--- config.mk ---
export PLATFORM = sky130hd
export DESIGN_NAME = sft_ctrl
export DESIGN_NICKNAME = d
export VERILOG_FILES = /design/src/hdl/sft_pkg.sv /design/src/hdl/sft_ctrl.sv /design/src/hdl/sft_level.sv
export SDC_FILE = /design/constraint.sdc
export NUM_CORES = 1
export LEC_CHECK = 0
export BUFFER_PORTS_ARGS = -buffer_cell sky130_fd_sc_hd__clkbuf_2
export CORE_AREA = 2 2 71 73
export CTS_BUF_LIST = sky130_fd_sc_hd__clkbuf_2
export DETAILED_ROUTE_END_ITERATION = 10
export DIE_AREA = 0 0 73 75
export PLACE_DENSITY = 0.65
export SLEW_MARGIN = 30
export SYNTH_ARGS = -nofsm -noshare
export SYNTH_HDL_FRONTEND = slang
export SYNTH_SLANG_ARGS = --single-unit
--- constraint.sdc ---
create_clock -name core_clk -period 5.5 [get_ports core_clk]
set_input_delay 0.55 -clock core_clk [delete_from_list [all_inputs] [get_ports core_clk]]
set_output_delay 0.55 -clock core_clk [all_outputs]
set_load 0.02 [all_outputs]
--- src/hdl/sft_pkg.sv ---
// Constants and types for the serial FIFO threshold controller
package sft_pkg;
  localparam int ADDR_W = 4;
  localparam logic [ADDR_W-1:0] RX_CFG_OFS = 4'h0;
  localparam logic [ADDR_W-1:0] TX_CFG_OFS = 4'h4;
  localparam logic [ADDR_W-1:0] STAT_OFS   = 4'h8;
  localparam int CLR_BIT = 7;
  localparam int SEL_BIT = 6;
  localparam int LVL_LSB = 0;
  localparam logic [2:0] DEPTH_HALF = 3'h4;
  localparam logic [2:0] DEPTH_FULL = 3'h2;
  localparam logic [2:0] CFG_RESET  = 3'h0;

  // Duplex setting of the channel
  typedef enum logic [1:0] {SFT_DPX_OFF, SFT_DPX_HALF_RX, SFT_DPX_HALF_TX, SFT_DPX_FULL} sft_dpx_t;

  // One direction's configuration
  typedef struct packed {
    logic       sel;
    logic [1:0] lvl;
  } sft_cfg_t;

  // Shift-logic events for one direction
  typedef struct packed {
    logic push;
    logic pop;
  } sft_evt_t;
endpackage

--- src/hdl/sft_ctrl.sv ---
// Register front end and level decode for the serial FIFOs
//
// The implementer's own choices: the placing of the registers and the strobed register port.
`timescale 1ns/1ps
module sft_ctrl (
  // Clock and reset
  input  wire logic                         core_clk,
  input  wire logic                         rst_n,
  // Register port
  input  wire logic [sft_pkg::ADDR_W-1:0]   reg_addr,
  input  wire logic [31:0]                  reg_wdata,
  input  wire logic                         reg_wr,
  input  wire logic                         reg_rd,
  output logic [31:0]                       reg_rdata,
  // Channel setting
  input  wire logic                         fifo_enable_bit,
  input  wire sft_pkg::sft_dpx_t            duplex,
  // Shift logic events
  input  wire sft_pkg::sft_evt_t            rx_evt,
  input  wire sft_pkg::sft_evt_t            tx_evt,
  // FIFO control
  output logic                              rx_clear,
  output logic                              tx_clear,
  output logic [2:0]                        rx_depth,
  output logic [2:0]                        tx_depth,
  output logic                              rx_irq,
  output logic                              tx_irq
);
  sft_pkg::sft_cfg_t rx_fifo_config;
  sft_pkg::sft_cfg_t tx_fifo_config;
  logic [2:0] rx_fill;
  logic [2:0] tx_fill;
  logic       rx_hit;
  logic       tx_hit;

  wire full_dpx = (duplex == sft_pkg::SFT_DPX_FULL);
  wire wr_rx    = reg_wr && (reg_addr == sft_pkg::RX_CFG_OFS);
  wire wr_tx    = reg_wr && (reg_addr == sft_pkg::TX_CFG_OFS);
  wire clr_rx   = wr_rx && reg_wdata[sft_pkg::CLR_BIT];
  wire clr_tx   = wr_tx && reg_wdata[sft_pkg::CLR_BIT];

  // RX level: half 00=4, full 00=2 and 11=1
  function automatic logic [2:0] rx_lvl(input logic [1:0] f, input logic fd);
    if (f == 2'h0) rx_lvl = fd ? 3'h2 : 3'h4;
    else rx_lvl = (fd && f == 2'h3) ? 3'h1 : {1'b0, f};
  endfunction

  // TX level: full duplex only looks at the low bit
  function automatic logic [2:0] tx_lvl(input logic [1:0] f, input logic fd);
    tx_lvl = fd ? {2'h0, f[0]} : {1'b0, f};
  endfunction

  // Depth per duplex; a disabled FIFO holds nothing
  wire [2:0] next_rx_depth = !fifo_enable_bit ? 3'h0 :
                             full_dpx ? sft_pkg::DEPTH_FULL :
                             (duplex == sft_pkg::SFT_DPX_HALF_RX) ? sft_pkg::DEPTH_HALF : 3'h0;
  wire [2:0] next_tx_depth = !fifo_enable_bit ? 3'h0 :
                             full_dpx ? sft_pkg::DEPTH_FULL :
                             (duplex == sft_pkg::SFT_DPX_HALF_TX) ? sft_pkg::DEPTH_HALF : 3'h0;

  // Read mux; strobe and reserved bits always read zero
  wire [31:0] next_rdata =
    (reg_addr == sft_pkg::RX_CFG_OFS) ? {25'h0, rx_fifo_config.sel, 4'h0, rx_fifo_config.lvl} :
    (reg_addr == sft_pkg::TX_CFG_OFS) ? {25'h0, tx_fifo_config.sel, 4'h0, tx_fifo_config.lvl} :
    (reg_addr == sft_pkg::STAT_OFS)   ? {25'h0, tx_fill, 1'b0, rx_fill} : 32'h0;

  sft_level #(.IS_TX(1'b0)) u_rx (
    .core_clk (core_clk),
    .rst_n    (rst_n),
    .clear    (clr_rx),
    .depth    (next_rx_depth),
    .level    (rx_lvl(rx_fifo_config.lvl, full_dpx)),
    .cfg      (rx_fifo_config),
    .evt      (rx_evt),
    .fill     (rx_fill),
    .irq      (rx_hit)
  );

  sft_level #(.IS_TX(1'b1)) u_tx (
    .core_clk (core_clk),
    .rst_n    (rst_n),
    .clear    (clr_tx),
    .depth    (next_tx_depth),
    .level    (tx_lvl(tx_fifo_config.lvl, full_dpx)),
    .cfg      (tx_fifo_config),
    .evt      (tx_evt),
    .fill     (tx_fill),
    .irq      (tx_hit)
  );

  // Config storage, only bits 6 and 1:0 are kept
  always_ff @(posedge core_clk or negedge rst_n) begin
    if (!rst_n) begin
      rx_fifo_config <= sft_pkg::CFG_RESET;
      tx_fifo_config <= sft_pkg::CFG_RESET;
    end else begin
      if (wr_rx) rx_fifo_config <= {reg_wdata[sft_pkg::SEL_BIT], reg_wdata[1:0]};
      if (wr_tx) tx_fifo_config <= {reg_wdata[sft_pkg::SEL_BIT], reg_wdata[1:0]};
    end
  end

  // Registered outputs; clear is a one-cycle pulse to the FIFOs
  always_ff @(posedge core_clk or negedge rst_n) begin
    if (!rst_n) begin
      reg_rdata <= 32'h0;
      rx_clear  <= 1'b0;
      tx_clear  <= 1'b0;
      rx_depth  <= 3'h0;
      tx_depth  <= 3'h0;
      rx_irq    <= 1'b0;
      tx_irq    <= 1'b0;
    end else begin
      reg_rdata <= reg_rd ? next_rdata : 32'h0;
      rx_clear  <= clr_rx;
      tx_clear  <= clr_tx;
      rx_depth  <= next_rx_depth;
      tx_depth  <= next_tx_depth;
      rx_irq    <= rx_hit;
      tx_irq    <= tx_hit;
    end
  end
endmodule

--- src/hdl/sft_level.sv ---
// Fill counter and threshold compare for one FIFO direction
`timescale 1ns/1ps
module sft_level #(
  parameter bit IS_TX = 1'b0
) (
  // Clock and reset
  input  wire logic             core_clk,
  input  wire logic             rst_n,
  // Control
  input  wire logic             clear,
  input  wire logic [2:0]       depth,
  input  wire logic [2:0]       level,
  input  wire sft_pkg::sft_cfg_t cfg,
  input  wire sft_pkg::sft_evt_t evt,
  // Status
  output logic [2:0]            fill,
  output logic                  irq
);
  wire push_ok = evt.push && (fill < depth);
  wire pop_ok  = evt.pop && (fill != 3'h0);
  logic [2:0] next_fill;
  wire hit;
  wire extra;

  // Count next fill, an accepted push and pop together keep the fill
  assign next_fill = clear ? 3'h0 :
                     (push_ok && !pop_ok) ? fill + 3'h1 :
                     (pop_ok && !push_ok) ? fill - 3'h1 : fill;
  // Reaching the level means crossing into it this cycle
  assign hit = (next_fill == level) && (next_fill != fill) && !clear;
  // RX: read while above level; TX: data taken while below it
  assign extra = IS_TX ? (cfg.sel && pop_ok && (next_fill < level))
                       : (cfg.sel && pop_ok && (next_fill > level));

  always_ff @(posedge core_clk or negedge rst_n) begin
    if (!rst_n) begin
      fill <= 3'h0;
      irq  <= 1'b0;
    end else begin
      fill <= next_fill;
      irq  <= hit || extra;
    end
  end
endmodule

=== Yosys cells after proc, flatten, opt, wreduce, memory -nomap -nowiden ===
Index checks and enable logic that the tools add are counted.

* Add/sub/neg operators: 4
* Magnitude comparators: 4
* Equality and inequality tests: 10
* Multiplexer cells: 20
* Reduce and logical (&&, ||, !) cells: 33

{| class="wikitable"
|+ Operators with widths
! operator !! number
|-
| $mux W3 || 14
|-
| $mux W7 || 4
|-
| $logic_and A1 B1 Y1 || 21
|-
| $add A3 B1 Y3 const B || 2
|-
| $eq A2 B2 Y1 const B || 3
|-
| $logic_not A1 Y1 || 6
|-
| $lt A3 B3 Y1 || 2
|-
| $ne A3 B3 Y1 || 2
|-
| $reduce_bool A3 Y1 || 2
|-
| $sub A3 B1 Y3 const B || 2
|-
| $eq A4 B3 Y1 const B || 1
|-
| $eq A4 B4 Y1 const B || 1
|-
| $logic_not A4 Y1 || 1
|-
| $mux W2 || 2
|-
| $eq A3 B2 Y1 || 1
|-
| $eq A3 B3 Y1 || 1
|-
| $gt A3 B3 Y1 || 1
|-
| $lt A3 B2 Y1 || 1
|-
| $eq A2 B1 Y1 const B || 1
|-
| $logic_not A2 Y1 || 1
|-
| $logic_or A1 B1 Y1 || 2
|}

* Register bits after elaboration: 31
* Bits of input ports: 47
* Output and inout port bits: 42
* Word-level logic and storage cells: 86

=== Longest topological paths before layout ===
Gate-level depths: netlist of run 1.

* Depth after elaboration: 15
* Mapped depth: 13
* Depth with buffers taken out: 13

=== By module ===
A second synthesis of run 1 with hierarchy kept.

* Cell total of the unflattened synthesis: 186
* Area, all modules: 1923.1 um^2

{| class="wikitable"
|+ By module, submodules not included
! module !! instances !! cells an instance !! area each (um^2) !! sequential area each (um^2)
|-
| sft_ctrl || 1 || 90 || 1003.5 || 475.5
|-
| sft_level (u_tx) || 1 || 47 || 467.9 || 100.1
|-
| sft_level (u_rx) || 1 || 49 || 451.7 || 100.1
|}

=== Least setup slack after synthesis of run 1 ===
OpenSTA, ideal clock, no wires.

* Path type: input to register
* Start: input duplex[0]
* End: register u_tx.irq
* Setup time: 0.129 ns
* Arrival: 2.638 ns
* Setup slack: 2.733 ns
* Stages: 12
* Path through: nand3b_1 > ha_1 > or3b_1 > nand3_1 > o22ai_1 > xnor2_1 > or2_1 > ha_1 > nand2b_1 > and4b_1 > nor3_1 > a211oi_2

* Cells in the longest elaborated chain, start to end: 15

{| class="wikitable"
|+ RTL lines
! what !! line !! source
|-
| start: declaration || sft_ctrl.sv:17 || <nowiki>input wire sft_pkg::sft_dpx_t duplex,</nowiki>
|-
| branches (longest 14 deep; another with $lt A3 B3 Y1) || -- ||
|-
| $logic_or A1 B1 Y1 * || sft_level.sv:41 || <nowiki>irq <= hit || extra;</nowiki>
|-
| end signal: assignment || sft_level.sv:41 ||
|-
| end: declaration || sft_level.sv:17 || <nowiki>output logic irq</nowiki>
|}

Mark *: on every way between the ends.
A chain may end at the register's enable or synchronous reset.

=== Worst setup path in the final report of run 1 ===
* Start: register u_tx.fill[2]
* End: register u_tx.irq

* Cells in the longest elaborated chain, start to end: 11

{| class="wikitable"
|+ RTL lines
! what !! line !! source
|-
| start: declaration || sft_level.sv:16 || <nowiki>output logic [2:0] fill,</nowiki>
|-
| start signal: assignment || sft_level.sv:40 || <nowiki>fill <= next_fill;</nowiki>
|-
| branches (longest 10 deep; another with $lt A3 B3 Y1) || -- ||
|-
| $logic_or A1 B1 Y1 * || sft_level.sv:41 ||
|}

Marks and branches as above.

==> results of run 1 <==
-- synthesized netlist by cell type (all sizes together) (2+ instances only) --
cell     n
and3     2
nand3    6
o22ai    4
buf     29
nor2b    5
dfrtp   27
a21oi    4
mux2     6
nor2    13
nand4    2
a21o     3
inv     10
or2      2
nor3     3
nand2b   5
a211oi   3
ha      12
a31oi    2
o21ai    5
xnor2    5
and2     5
nand4b   2
a21boi   3
nand2   12
-- layout make-up --
class                      instances  area (um2)
tap                               54        67.6
clock buffer                       3        15.0
inverter                          11        46.3
multi-input combinational        146         956
fill                             475        2730
clock inverter                     1        7.51
timing repair buffer              32         160
sequential                        27         676
-- metal layers --
| metal | up-vias | GRT usage [%] |
|---|---|---|
| met4 | 0 | 3.91 |
| met1 | 617 | 15.7 |
| met2 | 39 | 23.0 |
| met5 | - | 0 |
| li1 | 656 | - |
| met3 | 4 | 2.81 |
-- cells in the final DEF, fill, tap and decap left out, types with 3 or more instances in the layout --
cell,count
dfrtp_1,27
o21ai_0,5
o22ai_1,4
nand2b_1,5
xnor2_1,5
nand3_1,5
and2_1,5
a21o_1,3
mux2_2,6
nand2_1,12
nor2b_1,5
inv_1,9
a21oi_1,4
nor2_1,13
conb_1,28
clkbuf_2,35
ha_1,12
-- cell families after synthesis --
logic type	after synthesis	synth area share [%]
AND/OR/NAND/NOR	63	19.8
buffers and inverters	41	14.9
AO/OA/AOI/OAI	30	11.9
flip-flops	27	37.6
adder cells (fa/ha/maj)	12	8.35
multiplexers	7	4.31
XOR/XNOR	6	2.92
other	1	0.209
-- final timing paths --
| kind | endpoint | slack [ns] | from |
|---|---|---|---|
| max in group asynchronous | tx_fifo_config[0] | 4.92 | rst_n |
| worst min register to register | tx_irq | 0.39 | u_tx.irq |
| worst max register to register | u_tx.irq | 2.77 | u_tx.fill[2] |
| worst max-delay path | u_tx.irq | 2.77 | u_tx.fill[2] |
| min in group core_clk | tx_irq | 0.39 | u_tx.irq |
| worst min-delay path | rx_depth[1] | 0.15 | rst_n |
-- through the flow --
step,instances,hold slack [ns],utilization [%],instance area [um2],total power (W)
after floorplan,214,0.254,-,1900,0.000618
after global placement,270,0.331,40.9,1910,0.000684
after detailed placement,270,0.335,40.9,1910,0.000697
after CTS,274,0.166,41.4,1930,0.000778
after global routing,274,0.176,41.4,1930,0.000850
final,274,0.147,41.4,1930,0.000769
-- sequential cells by signal, indices dropped and copies added (netlist names) --
register and cells:
reg_rdata 6, rx_clear 1, rx_depth 2, rx_fifo_config 3, rx_irq 1, tx_clear 1, tx_depth 1, tx_fifo_config 3
tx_irq 1, u_rx.fill 3, u_rx.irq 1, u_tx.fill 3, u_tx.irq 1
-- critical path: cells and delay by family, from the launching register on --
kind / cells / cell delay, ns
compound gates: 3 / 0.37
xor+xnor: 1 / 0.16
fa+ha+maj: 2 / 0.54
flops: 1 / 0.51
simple gates: 5 / 1.09
-- power by group through the flow --
stage | Combinational [W] | Clock, W | Sequential (W)
2_1_floorplan | 0.000331 | 0 | 0.000286
3_3_place_gp | 0.000390 | 0 | 0.000294
3_5_place_dp | 0.000402 | 0 | 0.000295
4_1_cts | 0.000403 | 0.0000839 | 0.000291
5_1_grt | 0.000462 | 0.0000893 | 0.000299
6_report | 0.000399 | 0.0000801 | 0.000290
==> flow_metrics.tcl, run 1 <==
set metrics [dict create \
    hp-class "in2async" \
    hold_buffers 0 \
    cts_resized 0 \
    drv_cap 0 \
    num_rows 25 \
    synth_cells 187 \
    crit_top_cell "ha_1" \
    die_area_mm2 0.00548 \
    drive_above_1_share_pct 22.7 \
    comb_power_share_pct 51.9 \
    wl_mm 3.30 \
    rsz0062_at_grt "no" \
    slew_headroom_pct 54.1 \
    clock_sinks 27 \
    cpPeakStageDelay_ns 0.51 \
    ys_seq_area_share_pct 37.6 \
    drt_iter0_drc 34 \
    fp.coreArea_mm2 0.00466 \
    layout_setup_ws_ns 2.77 \
    synth_largest_area_cell "dfrtp_1" \
    wl_met1_mm 1.44 \
    start_util_pct 38.6 \
    crit_path_end_kind "flip-flop" \
    ir_worst_vdd_uv 116 \
    fmax_mhz 366 \
    wl_met3_um 167 \
    drc 0 \
    area_growth_pct 7.24 \
    power.leakage_nw 0.989 \
    portBuffers 32 \
    cts.clk_slew.worst_paths_ns 0.27 \
    setup_tns_ns 0 \
    status "finished clean" \
    cts_setup_buffers 0 \
    clock_latency_ns 0.38 \
    avgSynthCellArea_um2 9.61 \
    ys_seq_elements 27 \
    finalHoldViolCount 0 \
    p_seq_share_pct 37.7 \
    routabilityCongestion 0.788 \
    finClkSkew_ns 0.00884 \
    worst_pin_slew_ns 0.689 \
    cts_buffers 3 \
    dieWidth_um 73 \
    async_reset_ff_share_pct 100 \
    period_minus_slack_ns 2.73 \
    crit_chain "ha_1, or3b_1, nand3_1, o22ai_1, xnor2_1, or2_1, ha_1, nand2b_1, and4b_1, a31oi_1, a211oi_2" \
    cp_slowest_cell "dfrtp_1" \
    root_buffer "clkbuf_2" \
    cts_tree "yes" \
    synth_top_area_share_pct 37.6 \
    dpl.hpwl_mm 2.65 \
    grt.total_usage_pct 13.0 \
    drv_slew 0 \
    dp_slack_ns 2.37 \
    grt-ovfl-total 0 \
    syn_area_mm2 0.00180 \
    crit_arrival_ns 3.03 \
    grt_max_degree 28 \
    ios 89 \
    path_class "reg2reg" \
    synth_edf_count 0 \
    switching_share_pct 43.2 \
    post-route-period-util_pct 49.7 \
    path_max_fanout 5 \
    drt-pass1-iter-count 4 \
    grt_pass1_wl_mm 5.58 \
    grt_pass1_vias 1244 \
    yosysWarnings 0 \
    r2r_cells 11 \
    met2_length_mm 1.66 \
    p_int_w 0.000437 \
    ys_types 47 \
    top_layer_used "met4" \
    drtAntennaViolNets 0 \
    cp.required_ns 5.80 \
    vias 1316 \
    crit_path_start_kind "flip-flop" \
    yosys_most_used_dff "dfrtp_1" \
    synth.area.top_cells "dfrtp_1 38%, buf_4 12%, ha_1 8.4%" \
    vias_per_cell 4.80 \
    nNetsFinal 280 \
    antenna_found_initial 0 \
    htree_levels 1 \
    power_density_mw_per_mm2 399 \
    clock_path_buffers 2 \
    diodes 0 \
    p_switching_w 0.000332 \
    p_clk_share_pct 10.4 \
    wl_per_cell_um 12.0 \
    setup_viol 0 \
    die_h_um 75 \
]
Note: power is estimated with default switching activity, not from simulation.
==> run 2: changes to the inputs <==
Settings changed: ABC_AREA from default to 1, CORE_AREA 2 2 71 73 to 2 2 69 71, DIE_AREA 0 0 73 75 to 0 0 71 73, PLACE_DENSITY 0.65 to 0.7.
Clock period 5.5 ns to 2.4 ns, I/O delays scaled along.
==> run 2 against run 1 <==
  * Die area shrank 5.3%
  * Register-to-register slack lost 2.6 ns
  * Clock skew grew 0.0045 ns
  * Highest routed layer unchanged
==> flow_metrics.tcl, run 2 <==
set metrics [dict create \
    diodes 0 \
    drt_iter0_drc 84 \
    crit_arrival_ns 2.51 \
    p_seq_share_pct 38.5 \
    num_rows 25 \
    fin_util_pct 42.9 \
    dpl.hpwl_mm 2.44 \
    register_area_um2 676 \
    largest_reg_flops 6 \
    drv_slew 0 \
    avgSynthCellArea_um2 8.56 \
    drtAntennaViolNets 0 \
    clock_path_buffers 2 \
    comb_power_share_pct 51.0 \
    syn_area_mm2 0.00174 \
    portBuffers 32 \
    period_minus_slack_ns 2.21 \
    die_area_mm2 0.00518 \
    p_total_w 0.00168 \
    layout_common_cells "35 x clkbuf_2, 32 x nand2_1, 31 x inv_1" \
    cp_slowest_cell "dfrtp_1" \
    p_clk_share_pct 10.5 \
    crit_top_cell "nand2_1" \
    crit_chain "inv_1, ha_1, nand2_1, nand2_2, nand3_2, o21ai_1, xor2_1, nor2_1, ha_1, nand2_1, inv_1, nand2_1, nand2_1, nand3_1, nand2_1" \
    cts_buffers 3 \
    multiInputGateArea_um2 823 \
    yosys-top-cells-count "33 x nand2_1, 32 x inv_1, 29 x buf_4, 27 x dfrtp_1" \
    ir_worst_vdd_uv 279 \
    fmax_mhz 453 \
    switching_share_pct 44.7 \
    wl_mm 3.10 \
    async_reset_ff_share_pct 100 \
    synth_largest_area_cell "dfrtp_1" \
    start_util_pct 38.3 \
    synth_most_common_cell "nand2_1" \
    wl_per_cell_um 10.4 \
    area_growth_pct 12.1 \
    fp.coreArea_mm2 0.00454 \
    synth_top_area_share_pct 38.9 \
    top_register "reg_rdata" \
    clock_latency_ns 0.36 \
    finClkSkew_ns 0.0133 \
    drt-pass1-iter-count 4 \
    synth_cells 203 \
    htree_levels 1 \
    vias 1302 \
    r2r_slack_ns 0.19 \
    crit_path_end_kind "flip-flop" \
    synth_edf_count 0 \
    ios 89 \
    post-route-period-util_pct 92.0 \
    yosys_most_used_dff "dfrtp_1" \
    cp.required_ns 2.70 \
    instances_no_fill 299 \
    n_fill_cell 456 \
    routabilityCongestion 0.819 \
    ys_seq_elements 27 \
    nNetsFinal 305 \
    dp.cells 291 \
    p_int_w 0.000928 \
    worst_pin_slew_ns 0.655 \
    setup_viol 0 \
    synth.area.top_cells "dfrtp_1 39%, buf_4 13%, ha_1 8.6%" \
    root_buffer "clkbuf_2" \
    die_h_um 73 \
    crit_path_start_kind "flip-flop" \
    cpPeakStageDelay_ns 0.48 \
    slew_headroom_pct 56.4 \
    vias_per_cell 4.35 \
    p_switching_w 0.000749 \
    status "finished clean" \
    drive_above_1_share_pct 26.9 \
    final_common_cell "clkbuf_2" \
    clock_sinks 27 \
    rsz0062_at_grt "no" \
    drc 0 \
    path_class "reg2reg" \
    grt_pass1_wl_mm 5.37 \
    ys_types 31 \
    grt.total_usage_pct 12.9 \
    grt_pass1_vias 1245 \
    antenna_found_initial 0 \
    cts_tree "yes" \
    dieWidth_um 71 \
    hp-class "in2reg" \
    ys_seq_area_share_pct 38.9 \
    finalHoldViolCount 0 \
    path_max_fanout 4 \
    yosysWarnings 0 \
    power.leakage_nw 1.13 \
    drv_cap 0 \
    power_density_mw_per_mm2 861 \
    cts.clk_slew.worst_paths_ns 0.26 \
    grt-ovfl-total 0 \
    grt_max_degree 28 \
]
==> run 2: cell count changes after synthesis, moves of 4 or more <==
| cell | change |
|---|---|
| nor2_1 | -5 |
| nand2b_1 | -5 |
| nor2b_1 | -5 |
| nand2_1 | +21 |
| inv_1 | +23 |
| mux2_2 | -6 |
| nand3_1 | +5 |
| and2_1 | -5 |
| o22ai_1 | -4 |
| o21ai_0 | +7 |
| xnor2_1 | -5 |
==> run 2: power by group through the flow <==
stage                     clock, W  sequential, W  combinational (W)
after CTS                 0.000178       0.000647           0.000806
after global placement           0       0.000652           0.000771
final                     0.000176       0.000645           0.000855
after detailed placement         0       0.000657           0.000799
after global routing      0.000206       0.000663           0.000999
after floorplan                  0       0.000663           0.000624
==> run 2: final timing paths <==
check / from / endpoint / cells past startpoint
hold / removal: reg_wdata[1] / rx_fifo_config[1] / 3
setup reg to reg: u_rx.fill[0] / u_rx.irq / 15
setup / recovery: u_rx.fill[0] / u_rx.irq / 15
hold reg to reg: u_tx.irq / tx_irq / 0
max in group asynchronous: rst_n / tx_fifo_config[0] / 2
min in group asynchronous: rst_n / rx_depth[2] / 2
==> run 2: area by class of cell <==
class                           count  share of cell area (%)
Multi-Input combinational cell    138                    42.3
Sequential cell                    27                    34.7
Timing Repair Buffer               40                    11.6
Inverter                           36                    6.94
Tap cell                           54                    3.47
Clock buffer                        3                   0.771
Clock inverter                      1                   0.257
==> run 2: what timing repair did <==
action | CTS | global route
setup buffers | 0 | 2
hold buffers | 1 | 1
endpoints found under the setup margin | 0 | 1
endpoints found under the hold margin | 27 | 1
gates resized for setup | 0 | 5
==> run 2: kinds of logic after synthesis <==
| kind of cell | count (synthesis) | synth area share (%) |
|---|---|---|
| DFF | 27 | 38.9 |
| xor gates and xnor gates | 1 | 0.504 |
| and+or+nand+nor | 72 | 22.3 |
| adders and majority gates | 12 | 8.65 |
| buffers and inverters | 65 | 20.3 |
| other | 1 | 0.216 |
| AOI/OAI and AO/OA | 25 | 9.15 |
==> run 2: worst max-delay path: cells and delay by family, from the launching register on <==
| family | cells | cell delay [ns] |
|---|---|---|
| AND/OR/NAND/NOR | 9 | 0.67 |
| XOR/XNOR | 1 | 0.17 |
| flip-flops | 1 | 0.48 |
| buffers and inverters | 2 | 0.18 |
| AO/OA/AOI/OAI | 1 | 0.19 |
| adder cells (fa/ha/maj) | 2 | 0.47 |
==> run 2: metrics by stage <==
stage / cell area (um2) / setup WS, ns / TNS [ns] / hold slack (ns)
finish: 1950 / 0.193 / 0 / 0.0746
global route: 1950 / 0.0216 / 0 / 0.0729
CTS: 1910 / 0.0598 / 0 / 0.00652
detailed placement: 1880 / -0.0332 / -0.0332 / 0.309
global placement: 1880 / 0.0323 / 0 / 0.301
floorplan: 1840 / 0.320 / 0 / -0.0556
==> run 2: per-layer routing <==
layer  track usage, %  routed length [um]  vias to the layer above
li1                 -                   -                      672
met1             17.2                1500                      578
met5                0                   0                        -
met2             22.0                1390                       48
met4             3.77                  45                        0
met3             1.80                 163                        4
==> run 3: changes to the inputs <==
Settings changed: CORE_AREA 2 2 69 71 to 10 10 77 79, DIE_AREA 0 0 71 73 to 0 0 87 89.
==> run 3 against run 2 <==
  * Register-to-register slack better by 0.02 ns
  * Clock power is essentially flat
  * Worst setup slack improved by 0.024 ns
  * Die area rose by 49%
  * Global-route usage down 3.7 points
  * Cell count rose by 0.67%
  * Combinational power increased by 3.5%
  * Core utilization up 0.17 points
  * Routed wire length grew 16%
  * Sequential power down 1%
  * Flip-flop and latch count stayed put
  * Largest power group unchanged
==> flow_metrics.tcl, run 3 (synthesized netlist as in run 2, its figures left out) <==
set metrics [dict create \
    status "finished clean" \
    drive_above_1_share_pct 27.5 \
    grt_pass1_wl_mm 5.82 \
    diodes 0 \
    cp.required_ns 2.70 \
    power_density_mw_per_mm2 868 \
    finalHoldViolCount 0 \
    drtAntennaViolNets 0 \
    wl_per_cell_um 12.0 \
    path_max_fanout 3 \
    vias 1337 \
    clock_latency_ns 0.37 \
    crit_top_cell "nand2_1" \
    final_common_cell "clkbuf_2" \
    top_register "reg_rdata" \
    ir_worst_vdd_uv 250 \
    die_area_mm2 0.00774 \
    drt_iter0_drc 73 \
    post-route-period-util_pct 91.0 \
    path_class "reg2reg" \
    largest_reg_flops 6 \
    clock_path_buffers 2 \
    nNetsFinal 307 \
    htree_levels 1 \
    setup_viol 0 \
    portBuffers 32 \
    p_total_w 0.00170 \
    crit_chain "inv_1, ha_1, nand2_1, nand2_1, inv_1, nand2_1, nand2_1, nor2_1, a311oi_2, ha_1, nand2_1, inv_1, nand2_1, nand2_1, nand3_1, nand2_1" \
    cpPeakStageDelay_ns 0.45 \
    finClkSkew_ns 0.00353 \
    dpl.hpwl_mm 2.97 \
    grt_max_degree 28 \
    num_rows 25 \
    die_h_um 89 \
    period_minus_slack_ns 2.18 \
    ios 89 \
    crit_path_start_kind "flip-flop" \
    antenna_found_initial 0 \
    crit_arrival_ns 2.48 \
    cts.clk_slew.worst_paths_ns 0.24 \
    drc 0 \
    grt-ovfl-total 0 \
    fmax_mhz 458 \
    cts_tree "yes" \
    fp.coreArea_mm2 0.00454 \
    grt_pass1_vias 1359 \
    worst_pin_slew_ns 0.660 \
    cp_slowest_cell "dfrtp_1" \
    wl_mm 3.61 \
    start_util_pct 38.3 \
    dieWidth_um 87 \
    critPathBufInv 3 \
    grt.total_usage_pct 9.20 \
    crit_path_end_kind "flip-flop" \
    crit_family "simple AND/OR/NAND/NOR gates" \
    clock_sinks 27 \
    fin_hold_ws_ns 0.0861 \
    routabilityCongestion 0.856 \
    drv_slew 0 \
    slew_headroom_pct 56.0 \
    root_buffer "clkbuf_2" \
    layout_common_cells "35 x clkbuf_2, 33 x nand2_1, 29 x inv_1" \
    drv_cap 0 \
    power.leakage_nw 1.14 \
    vias_per_cell 4.44 \
    hp-class "in2reg" \
    area_growth_pct 12.5 \
    drt-pass1-iter-count 4 \
    cts_buffers 3 \
    fin_util_pct 43.1 \
]
run 3: cell types whose count changed in the layout (fill, tap and decap cells not counted):
cell     previous run  this run
inv_1              31        29
buf_4               6         8
nand3_1             9        10
nand2_2             4         3
nand2_1            32        33
nand3_2             2         1
inv_2               5         7
run 3: per-layer routing:
metal	vias up	share of wire, %	global-route usage, %
met5	-	0	0
met4	0	1.8	3.98
met3	5	9.6	3.19
met2	50	47	15.0
met1	605	42	10.7
li1	677	-	-
run 3: timing repair:
item                                    4_1_cts  5_1_grt
setup buffers                                 0        4
hold buffers                                  2        0
endpoints found under the hold margin        28        0
endpoints found under the setup margin        0        2
resized for setup                             0        5
run 3: final timing paths:
kind                                   start                end  slack, ns  cells after the start
worst max-delay path            u_rx.fill[0]           u_rx.irq       0.22                     16
worst min-delay path            reg_wdata[6]  rx_fifo_config[2]       0.09                      3
worst max register to register  u_rx.fill[0]           u_rx.irq       0.22                     16
worst min register to register      u_rx.irq             rx_irq       0.38                      0
max in group asynchronous              rst_n           u_rx.irq       1.60                      2
min in group asynchronous              rst_n       reg_rdata[2]       0.38                      2
run 3: metrics by stage:
stage | setup TNS, ns | setup WS, ns | cells | cell area, um2
6_report | 0 | 0.216 | 301 | 1950
5_1_grt | -0.00421 | -0.00421 | 301 | 1950
4_1_cts | 0 | 0.145 | 297 | 1920
3_5_place_dp | 0 | 0.0158 | 291 | 1880
3_3_place_gp | 0 | 0.0377 | 291 | 1880
2_1_floorplan | 0 | 0.320 | 230 | 1840
run 3: layout make-up:
type / count / area [um2]
clock inverters: 1 / 5.00
flip-flops and latches: 27 / 676
fillers: 461 / 2580
clock buffers: 3 / 15.0
well taps: 54 / 67.6
inverters: 36 / 135
multi-input cells: 138 / 816
repair buffers: 42 / 240
run 3: report_power, final:
group | switching, W | internal, W | total (W) | leakage, nW
logic | 0.000545 | 0.000340 | 0.000885 | 0.773
clock network | 0.000137 | 0.0000378 | 0.000175 | 0.0164
registers | 0.0000709 | 0.000565 | 0.000636 | 0.350
total | 0.000753 | 0.000943 | 0.00170 | 1.14
run 3: worst min-delay path, cell delays in order:
cell and delay, ns:
clkbuf_2 0.08, inv_1 0.06, o21ai_0 0.08
